File: src/include/gpc_pkg.sv
/*
 * constants, state layout and register map of the output-pin configuration
 * block reached over the serial control port.
 * assumes the serial port pins are synchronous to CLK_I and that the serial
 * clock runs at most a quarter of the crystal clock.
 */
package gpc_pkg;

    // ==================================================================
    // serial address space
    localparam logic [5:0] ADDR_OUT1_CFG = 6'h01;
    localparam logic [5:0] ADDR_OUT0_CFG = 6'h02;
    localparam logic [5:0] ADDR_SPECIAL_BASE = 6'h30;
    localparam logic [5:0] ADDR_MULTI_BASE = 6'h3e;
    localparam int HDR_READ_BIT = 7;
    localparam int HDR_BURST_BIT = 6;
    localparam logic [7:0] STATUS_BYTE = 8'h00;

    // ==================================================================
    // register fields and reset values
    localparam int DRIVE_BIT = 7;
    localparam int TEMP_BIT = 7;
    localparam int INV_BIT = 6;
    localparam logic [7:0] RST_OUT1_CFG = 8'h2e;
    localparam logic [7:0] RST_OUT0_CFG = 8'h3f;
    localparam logic [5:0] SEL_TRISTATE = 6'h2e;
    localparam logic [5:0] SEL_XOSC_DIV = 6'h3f;

    // ==================================================================
    // crystal divider
    localparam int XOSC_DIV_RATIO = 192;
    localparam logic [7:0] DIV_HALF_LAST = 8'(XOSC_DIV_RATIO / 2 - 1);

    // ==================================================================
    // state
    typedef enum logic {
        PH_HEADER,
        PH_DATA
    } gpc_phase_t;

    typedef struct packed {
        logic csn_q;
        logic sclk_q;
        logic [2:0] bit_cnt;
        logic [6:0] shift;
        gpc_phase_t phase;
        logic rd;
        logic burst;
        logic [5:0] addr;
        logic [7:0] tx;
        logic tx_hold;
        logic miso;
        logic so_oe;
        logic [7:0] cfg1;
        logic [7:0] cfg0;
        logic [7:0] div_cnt;
        logic div_clk;
        logic pin1;
        logic pin1_oe;
        logic pin0;
        logic pin0_oe;
        logic strobe;
        logic [5:0] strobe_addr;
    } gpc_state_t;

    localparam gpc_state_t ST_RESET = '{
        csn_q: 1'b1,
        phase: PH_HEADER,
        cfg1: RST_OUT1_CFG,
        cfg0: RST_OUT0_CFG,
        default: '0
    };

endpackage

File: src/hdl/gpc_pin_config.sv
/*
 * serial-port register slice holding the two output-pin configuration
 * registers, the pin source multiplexers and the crystal divider.
 * assumes CSN_I, SCLK_I and SI_I are synchronous to CLK_I, the serial clock
 * is at most a quarter of CLK_I, and CLK_I is the crystal clock.
 */
module gpc_pin_config
    import gpc_pkg::*;
(
    input wire logic CLK_I,
    input wire logic ARST_N_I,
    input wire logic CSN_I,
    input wire logic SCLK_I,
    input wire logic SI_I,
    input wire logic [63:0] SRC_I,
    output logic SO_O,
    output logic SO_OE_O,
    output logic PIN1_O,
    output logic PIN1_OE_O,
    output logic PIN0_O,
    output logic PIN0_OE_O,
    output logic DRIVE_HIGH_O,
    output logic TEMP_SENSOR_EN_O,
    output logic STROBE_O,
    output logic [5:0] STROBE_ADDR_O
);

    gpc_state_t st_ff;
    gpc_state_t nxt_st;

    // ==================================================================
    // decode helpers
    function automatic logic [7:0] reg_read(input logic [5:0] a,
                                            input logic [7:0] c1,
                                            input logic [7:0] c0);
        logic [7:0] r;
        r = 8'h00;
        if (a == ADDR_OUT1_CFG) begin
            r = c1;
        end else if (a == ADDR_OUT0_CFG) begin
            r = c0;
        end
        return r;
    endfunction

    function automatic logic pin_src(input logic [5:0] sel,
                                     input logic [63:0] src,
                                     input logic div);
        return (sel == SEL_XOSC_DIV) ? div : src[sel];
    endfunction

    logic sclk_rise;
    logic sclk_fall;
    logic byte_done;
    logic [7:0] rx_byte;
    logic cfg_wr;

    assign sclk_rise = !CSN_I && SCLK_I && !st_ff.sclk_q;
    assign sclk_fall = !CSN_I && !SCLK_I && st_ff.sclk_q;
    assign byte_done = sclk_rise && (st_ff.bit_cnt == 3'h7);
    assign rx_byte = {st_ff.shift, SI_I};
    // data writes at or above the special region are dropped and change no register
    assign cfg_wr = byte_done && (st_ff.phase == PH_DATA) && !st_ff.rd &&
                    (st_ff.addr < ADDR_SPECIAL_BASE);

    // ==================================================================
    // next state
    always_comb begin
        nxt_st = st_ff;
        nxt_st.strobe = 1'b0;
        nxt_st.csn_q = CSN_I;
        nxt_st.sclk_q = SCLK_I;
        nxt_st.so_oe = !CSN_I;

        if (st_ff.div_cnt == DIV_HALF_LAST) begin
            nxt_st.div_cnt = 8'h00;
            nxt_st.div_clk = !st_ff.div_clk;
        end else begin
            nxt_st.div_cnt = st_ff.div_cnt + 8'h01;
        end

        if (CSN_I) begin
            nxt_st.bit_cnt = 3'h0;
            nxt_st.phase = PH_HEADER;
            nxt_st.tx = STATUS_BYTE;
            nxt_st.tx_hold = 1'b0;
        end else if (sclk_rise) begin
            nxt_st.shift = rx_byte[6:0];
            nxt_st.bit_cnt = st_ff.bit_cnt + 3'h1;
            if (byte_done) begin
                // new byte is already on SO; the next falling edge must not
                // shift it away
                nxt_st.tx_hold = 1'b1;
                if (st_ff.phase == PH_HEADER) begin
                    nxt_st.rd = rx_byte[HDR_READ_BIT];
                    nxt_st.burst = rx_byte[HDR_BURST_BIT];
                    nxt_st.addr = rx_byte[5:0];
                    if (rx_byte[5:0] >= ADDR_SPECIAL_BASE &&
                        rx_byte[5:0] < ADDR_MULTI_BASE &&
                        !rx_byte[HDR_BURST_BIT]) begin
                        nxt_st.strobe = 1'b1;
                        nxt_st.strobe_addr = rx_byte[5:0];
                        nxt_st.tx = STATUS_BYTE;
                    end else begin
                        nxt_st.phase = PH_DATA;
                        nxt_st.tx = reg_read(rx_byte[5:0], st_ff.cfg1,
                                             st_ff.cfg0);
                    end
                end else begin
                    if (cfg_wr && st_ff.addr == ADDR_OUT1_CFG) begin
                        nxt_st.cfg1 = rx_byte;
                    end
                    if (cfg_wr && st_ff.addr == ADDR_OUT0_CFG) begin
                        nxt_st.cfg0 = rx_byte;
                    end
                    if (st_ff.burst && st_ff.addr < ADDR_SPECIAL_BASE) begin
                        nxt_st.addr = st_ff.addr + 6'h01;
                        nxt_st.tx = reg_read(nxt_st.addr, nxt_st.cfg1,
                                             nxt_st.cfg0);
                    end else if (st_ff.burst) begin
                        nxt_st.tx = STATUS_BYTE;
                    end else begin
                        nxt_st.phase = PH_HEADER;
                        nxt_st.tx = STATUS_BYTE;
                    end
                end
            end
        end else if (sclk_fall) begin
            if (st_ff.tx_hold) begin
                nxt_st.tx_hold = 1'b0;
            end else begin
                nxt_st.tx = {st_ff.tx[6:0], 1'b0};
            end
        end
        nxt_st.miso = nxt_st.tx[7];

        // inversion sits after the multiplexer, so it also flips the divider;
        // a three-stated pin holds 0 so no stale source shows on its value
        nxt_st.pin1_oe = st_ff.cfg1[5:0] != SEL_TRISTATE;
        nxt_st.pin1 = nxt_st.pin1_oe &&
                      (pin_src(st_ff.cfg1[5:0], SRC_I, st_ff.div_clk) ^
                       st_ff.cfg1[INV_BIT]);
        nxt_st.pin0_oe = st_ff.cfg0[5:0] != SEL_TRISTATE;
        nxt_st.pin0 = nxt_st.pin0_oe &&
                      (pin_src(st_ff.cfg0[5:0], SRC_I, st_ff.div_clk) ^
                       st_ff.cfg0[INV_BIT]);
    end

    always_ff @(posedge CLK_I or negedge ARST_N_I) begin
        if (!ARST_N_I) begin
            st_ff <= ST_RESET;
        end else begin
            st_ff <= nxt_st;
        end
    end

    // ==================================================================
    // outputs
    assign SO_O = st_ff.miso;
    assign SO_OE_O = st_ff.so_oe;
    assign PIN1_O = st_ff.pin1;
    assign PIN1_OE_O = st_ff.pin1_oe;
    assign PIN0_O = st_ff.pin0;
    assign PIN0_OE_O = st_ff.pin0_oe;
    assign DRIVE_HIGH_O = st_ff.cfg1[DRIVE_BIT];
    assign TEMP_SENSOR_EN_O = st_ff.cfg0[TEMP_BIT];
    assign STROBE_O = st_ff.strobe;
    assign STROBE_ADDR_O = st_ff.strobe_addr;
endmodule

File: config.mk
export PLATFORM = sky130hd
export DESIGN_NAME = gpc_pin_config
export DESIGN_NICKNAME = d
export VERILOG_FILES = /design/src/include/gpc_pkg.sv /design/src/hdl/gpc_pin_config.sv
export SDC_FILE = /design/constraint.sdc
export NUM_CORES = 1
export LEC_CHECK = 0
export BUFFER_PORTS_ARGS = -buffer_cell sky130_fd_sc_hd__buf_2
export CORE_MARGIN = 1
export CORE_UTILIZATION = 51
export CTS_CLUSTER_DIAMETER = 40
export DETAILED_ROUTE_END_ITERATION = 8
export HOLD_SLACK_MARGIN = 0.08
export PLACE_DENSITY = 0.77
export SLEW_MARGIN = 20
export SYNTH_ARGS = -nofsm -noshare
export SYNTH_HDL_FRONTEND = slang
export SYNTH_SLANG_ARGS = --single-unit
File: constraint.sdc
create_clock -name CLK_I -period 2.54 [get_ports CLK_I]
set_input_delay 0.254 -clock CLK_I [delete_from_list [all_inputs] [get_ports CLK_I]]
set_output_delay 0.254 -clock CLK_I [all_outputs]
set_load 0.005 [all_outputs]
# Yosys cells after proc, flatten, opt, wreduce, memory -nomap -nowiden
# Index checks and enable logic that the tools add are counted.
# Widths: inputs -> output; s select.
# totals
regBits,66
in_bits,69
elab_cells,115
# classes
n_addsub,3
n_lt_le_gt_ge,5
eq_ne,15
mux,35
n_bitwise,4
reduce_logical,32
# op_table
cell,n
$mux 8,10
$mux 7,5
$mux 9,3
$mux 19,1
$eq 6x1->1 const B,3
$eq 6x2->1 const B,3
$mux 18,1
$logic_and 1x1->1,15
$lt 6x7->1 const B,2
$mux 14,1
$bmux 1 s6,2
$eq 6x6->1 const B,2
$lt 6x6->1 const B,2
$ne 6x6->1 const B,2
$reduce_and 4->1,3
$mux 1,9
$add 8x1->8 const B,1
$eq 8x7->1 const B,1
$add 6x1->6 const B,1
$ge 6x6->1 const B,1
$logic_not 1->1,6
$mux 6,1
$ne 3x2->1 const B,2
$reduce_and 2->1,3
other kinds (11),14

# Depth between registers and ports, before layout
# Gate-level depths: netlist of run 1.
# depth
ltp_word,16
depth_mapped,11
ltp_nobuf,8

# Least setup slack after synthesis of run 1
# OpenSTA, ideal clock, no wires.
# synth_timing
kind,reg-to-reg
start,register st_ff[29] (netlist name)
end,register st_ff (netlist bit PIN1_O)
arrival_time_ps,2456
path_slack_ps,-36
stages_incl_launch_ff,8
cell_sequence,dfstp_2 > clkbuf_1 > mux4_2 > mux4_2 > and3b_1 > a41o_1 > or3_1 > and3_1
# synth_lines
element,line,source
"start, declared",gpc_pin_config.sv:28,gpc_state_t st_ff;
"start signal, assigned",gpc_pin_config.sv:153,st_ff <= nxt_st;

==> results of run 1 <==
-- worst max-delay path by stage --
stage / startpoint / to / cells past startpoint
2_1_floorplan: st_ff[29] / PIN1_O / 7
3_3_place_gp: st_ff[28] / PIN1_O / 6
3_5_place_dp: st_ff[28] / PIN1_O / 6
4_1_cts: st_ff[28] / PIN1_O / 6
5_1_grt: st_ff[63] / st_ff[39] / 10
6_report: st_ff[20] / PIN0_O / 7
-- state kept, by name, summed over array words and instances (netlist names) --
signal / count
DRIVE_HIGH_O: 1
STROBE_ADDR_O: 6
rx_byte: 7
PIN1_O: 1
STROBE_O: 1
PIN1_OE_O: 1
st_ff: 45
TEMP_SENSOR_EN_O: 1
SO_OE_O: 1
PIN0_O: 1
PIN0_OE_O: 1
-- stage by stage --
step                      setup TNS (ns)  hold slack, ns  util [%]  power, mW
after detailed placement          -0.106           0.296      60.7       1.45
after floorplan                        0         -0.0416         -       1.27
after global placement           -0.0335           0.285      60.7       1.44
after CTS                              0           0.157      63.5       2.41
after global routing              -0.260           0.195      63.8       2.48
final                                  0           0.190      63.8       2.39
-- cells in the final DEF (no fill, tap or decap), drive strengths merged, types with 7 or more instances in the layout --
cell type  Yosys  layout
a21oi         23      23
a22o          13      13
and3          10      10
buf           15     114
clkbuf        19      11
dfrtp         56      56
dfstp         10      10
ha             7       7
inv           16      16
mux2           8       8
mux2i         15      15
mux4          30      30
nand2         38      38
nand3         15      15
nor2          25      25
nor2b          8       8
nor4           7       7
o211ai         8       8
o21ai         32      32
or2           11      11
-- power by group through the flow --
| stage | registers [mW] | logic (mW) | clock network [mW] |
|---|---|---|---|
| CTS | 1.11 | 0.323 | 0.973 |
| global route | 1.12 | 0.352 | 1.01 |
| detailed placement | 1.13 | 0.319 | 0 |
| global placement | 1.13 | 0.309 | 0 |
| floorplan | 1.13 | 0.138 | 0 |
| finish | 1.11 | 0.327 | 0.955 |
-- cells in the mapped netlist (4+ instances only) --
cell / count
a21boi_0: 5
a21oi_1: 23
a22o_1: 13
and3_1: 10
buf_2: 5
buf_4: 7
clkbuf_1: 19
dfrtp_1: 56
dfstp_2: 10
ha_1: 7
inv_1: 16
mux2_2: 8
mux2i_1: 15
mux4_2: 29
nand2_1: 38
nand2b_1: 4
nand3_1: 15
nor2_1: 25
nor2b_1: 8
nor3_1: 4
nor3b_1: 4
nor4_1: 7
nor4b_1: 5
o211ai_1: 8
o21ai_0: 32
o22ai_1: 6
or2_1: 7
or2_2: 4
xnor2_1: 4
-- cell families after synthesis --
kind of cell	count (synthesis)
compound gates	106
simple gates	148
buf+inv	51
flops	66
fa+ha+maj	7
xor+xnor	7
mux	53
-- area by class of cell --
cell class                 count  area share, %
multi-input combinational    321           47.9
sequential                    66           31.4
timing repair buffer         116           13.0
clock buffer                  11           2.48
tap                          105           2.48
clock inverter                 5           1.49
inverter                      17           1.20
-- worst register-to-register path, cell delays in order, from the launching register on --
cell and delay (ns):
dfstp_2 0.61, buf_4 0.20, mux4_2 0.26, mux2i_1 0.08, o221a_2 0.25, a2111oi_0 0.60
o21ai_0 0.16, nor3b_1 0.18
-- routing by layer --
layer  vias to the layer above  track usage, %
met5                         -               0
met4                         0            11.6
met3                        32            4.78
met2                       227            45.9
met1                      1912            34.1
li1                       1812               -
-- what timing repair did --
action                                  4_1_cts  5_1_grt
hold endpoints to repair                     23        0
resized for setup                             2        4
setup buffers                                 1        2
hold buffers                                  2        0
pin swaps                                     0        3
endpoints found under the setup margin        1        8
==> impl_metrics.ini, run 1 <==
[timing]
rsz0062_at_grt = true
fin_crit_ns = 2.46
final_max_slew_viol_count = 0
hold_viol_final = 0
max_freq_mhz = 407
period_share_pct = 96.8
clock_skew_ns = 0.0103
setup_ws_ns = 0.0809
setup_violations = 0
relSlewSlack_pct = 58.3
worst_pin_slew_ns = 0.609

[global_route]
grt_max_degree = 29
antenna_found_initial = 0
grt_pass1_vias = 3875
grt_pass1_wl_um = 18700
grtUsageTotal_pct = 27.1
grt_overflow_total = 0

[layout]
nFillCells = 690
multi_input_area_um2 = 2540
final_area_um2 = 5300
final_nets = 607
regArea_um2 = 1670
antennaDiodeCount = 0
area_growth_pct = 19.4
stdcell_count = 641
drive_gt1_share_pct = 34.9

[floorplan]
ios = 84
die_h_um = 95.3
rows = 33
start_util_pct = 53.5
die_w_um = 95.3
core_um2 = 8300
die_area_um2 = 9080

[drt]
via_count = 3983
drc = 0
wl_per_cell_um = 18.8
drt_iter0_drc = 275
ant_nets = 0
wl_met1_um = 4950
wl_met3_um = 1030
firstDrtPassIters = 7
highest_layer = met4
wl_met2_um = 5780
via_per_inst = 6.21
wirelength_um = 12100

[setup_path]
cp_num_buf_inv = 1
cp_top_family = compound AO/OA/AOI/OAI gates
ff2ff_setup_slack_ns = 0.08
r2r_cells = 7
r2r_end = PIN0_O
cp_cell_sequence = buf_4, mux4_2, mux2i_1, o221a_2, a2111oi_0, o21ai_0, nor3b_1
crit_fanout = 7
cp_slowest_cell = dfstp_2
worstSetupPathType = reg -> reg
r2r-start = st_ff[20]
max_stage_delay_ns = 0.61
crit_path_end_kind = register
cp-start-kind = register
required_ns = 2.76
critical_path_arrival_ns = 2.68

[logic_synthesis]
synth_compound_area_share_pct = 15.3
synth.distinct_cells = 55
synth.area.top_cells = dfrtp_1 (32%), mux4_2 (15%), dfstp_2 (5.9%)
synth_fa_ha_area_share_pct = 1.97
synth_top_area_cell = dfrtp_1
yosys.area_share.simple_pct = 17.8
ys.flop_type = dfrtp_1
syn_nets = 514
synth-xor-area-share_pct = 1.38
yosysTopAreaCellShare_pct = 31.6
synth_edf_count = 0
syn_avg_cell_area_um2 = 10.1
synth_warnings = 0
ys_ff_latch = 66
ys_seq_area_share_pct = 37.5
muxShareOfSynthArea_pct = 20.7
netlist_area_um2 = 4440
synthCells = 438
async_flop_share_pct = 100
synth_top_family_by_area = multiplexers

[pwr]
power_frac_seq_pct = 46.5
p_comb_share_pct = 13.7
leakage_nw = 2.36
ir_drop_mv = 0.338
power.density_nw_per_um2 = 452
p_sw_share_pct = 25.3
internal_power_mw = 1.79
power_frac_clock_pct = 39.9
p_sw_mw = 0.607

[clocking]
cts.sinks = 66
cts_buffer_depth = 2
ctsHtreeMaxLevel = 3
cts_buffers = 9
cts_tree = done
clk_pin_slew_worst_paths_ns = 0.08
clockRootBuffer = clkbuf_8
clkLatencyLatePin_ns = 0.35

[worst_hold_path]
holdCritPathClass = in -> reg
hold_start = CSN_I
hold_path_end = st_ff[63]
min_path_cells = 2

[outcome]
status = finished, final reports clean

[placement]
dp.cells = 621
dp_hpwl_um = 8810
portBuffers = 83
post-place-ws_ns = -0.106
gp_congestion = 0.869
placed_cell_area_um2 = 5040

[run]
drv_cap = 0
(Power assumes the default switching activity.)
==> inputs of run 2 (changes only) <==
--- a/config.mk
+++ b/config.mk
@@ -6,12 +6,14 @@
 export NUM_CORES = 1
 export LEC_CHECK = 0
 export BUFFER_PORTS_ARGS = -buffer_cell sky130_fd_sc_hd__buf_2
+export CAP_MARGIN = 10
 export CORE_MARGIN = 1
-export CORE_UTILIZATION = 51
+export CORE_UTILIZATION = 52
+export CTS_BUF_LIST = sky130_fd_sc_hd__clkbuf_8
 export CTS_CLUSTER_DIAMETER = 40
 export DETAILED_ROUTE_END_ITERATION = 8
 export HOLD_SLACK_MARGIN = 0.08
-export PLACE_DENSITY = 0.77
+export PLACE_DENSITY = 0.79
 export SLEW_MARGIN = 20
 export SYNTH_ARGS = -nofsm -noshare
 export SYNTH_HDL_FRONTEND = slang
==> impl_metrics.ini, run 2 (synthesized netlist as in run 1, its figures left out) <==
[timing]
setup_violations = 0
hold_viol_final = 0
period_share_pct = 97.2
clock_skew_ns = 0.0129
max_freq_mhz = 405
final_max_slew_viol_count = 0
rsz0062_at_grt = true
fin_crit_ns = 2.47
worst_pin_slew_ns = 0.572
relSlewSlack_pct = 60.9

[pwr]
ir_drop_mv = 0.335
power.density_nw_per_um2 = 426
fin_total_pwr_mw = 2.23
leakage_nw = 2.34

[layout]
largest-register = st_ff
stdcell_count = 636
nFillCells = 692
utilization_pct = 63.5
mostFrequentLayoutCells = buf_2 (83), dfrtp_1 (55), nand2_1 (38), mux4_2 (30), o21ai_0 (29)
largest_reg_flops = 45
area_growth_pct = 18.1
mostFrequentLayoutCell = buf_2
final_nets = 602
antennaDiodeCount = 0
drive_gt1_share_pct = 34.5

[drt]
drt_iter0_drc = 315
wl_per_cell_um = 18.8
drc = 0
wirelength_um = 12000
via_per_inst = 6.28
ant_nets = 0
firstDrtPassIters = 4
via_count = 3991

[setup_path]
crit_start = st_ff[28]
critical_path_arrival_ns = 2.71
crit_fanout = 6
r2r-start = st_ff[28]
worstSetupPathType = reg -> reg
cp-start-kind = register
required_ns = 2.78
crit_path_end_kind = register

[clocking]
cts_tree = done
cts_buffer_depth = 2
ctsHtreeMaxLevel = 3
cts_setup_buffers = 0
clockRootBuffer = clkbuf_8
clkLatencyLatePin_ns = 0.35
clk_pin_slew_worst_paths_ns = 0.07
cts.sinks = 66
cts_buffers = 9

[floorplan]
die_w_um = 94.4
ios = 84
core_um2 = 8260
rows = 33
start_util_pct = 53.7
die_area_um2 = 8910
die_h_um = 94.4

[global_route]
antenna_found_initial = 0
grt_pass1_wl_um = 19000
grtUsageTotal_pct = 28.1
grt_overflow_total = 0
grt_max_degree = 67
grt_pass1_vias = 4012

[placement]
gp_congestion = 0.874
dp_hpwl_um = 8750
dp.cells = 618
portBuffers = 83

[outcome]
status = finished, final reports clean

[worst_hold_path]
hold_start = CSN_I
holdCritPathClass = in -> reg

[run]
drv_cap = 0
==> run 2: changes by cell type in the layout (fill, tap and decap cells not counted), sizes merged <==
cell,before,now
buf,114,109
inv,16,19
bufinv,2,0
clkinv,4,2
clkinvlp,0,1
==> run 2: metal layers <==
metal,global-route usage (%),up-vias,part of all wire (%)
met5,0,-,0
met4,14.1,0,3.4
met3,6.36,43,8.6
met2,47.0,213,49
met1,34.2,1927,39
li1,-,1808,-
==> run 2: area by class of cell <==
type	count	area (um^2)	area share (%)
multi-input cells	321	2550	48.6
flip-flops and latches	66	1670	31.8
repair buffers	111	659	12.6
clock buffers	11	151	2.89
well taps	105	131	2.51
inverters	17	63.8	1.22
clock inverters	5	23.8	0.453
==> run 2: through the flow <==
step	setup TNS [ns]	setup WS, ns	hold slack, ns	area, um^2
4_1_cts	0	0.0356	0.162	5220
5_1_grt	-0.0146	-0.0146	0.183	5240
3_3_place_gp	-0.0267	-0.0267	0.293	5030
6_report	0	0.0718	0.191	5240
2_1_floorplan	0	0.111	-0.0416	4440
3_5_place_dp	-0.0912	-0.0912	0.295	5030
==> run 2: what timing repair did <==
| action | 4_1_cts | 5_1_grt |
|---|---|---|
| endpoints found under the hold margin | 57 | 0 |
| gates resized for setup | 2 | 8 |
| endpoints found under the setup margin | 1 | 9 |
| hold buffers | 2 | 0 |
| pin swaps | 0 | 2 |
==> run 2: final timing paths <==
kind / to / slack (ns) / depth (start not counted)
setup / recovery: PIN1_O / 0.07 / 7
hold / removal: st_ff[63] / 0.19 / 2
min in group asynchronous: st_ff[18] / 0.44 / 3
setup reg to reg: PIN1_O / 0.07 / 7
max in group asynchronous: st_ff[23] / 1.74 / 3
hold reg to reg: STROBE_ADDR_O[5] / 0.47 / 1
==> run 2: power breakdown <==
part / switching, mW / internal [mW]
clock: 0.400 / 0.396
sequential: 0.0326 / 1.08
combinational: 0.170 / 0.148
total: 0.603 / 1.63
==> run 2: critical path, cell delays in order, from the launching register on <==
cell and delay, ns:
dfrtp_2 0.47, buf_6 0.13, mux4_2 0.50, mux2_2 0.29
or3_1 0.30, and3_1 0.18, or3_1 0.34, and3_1 0.15
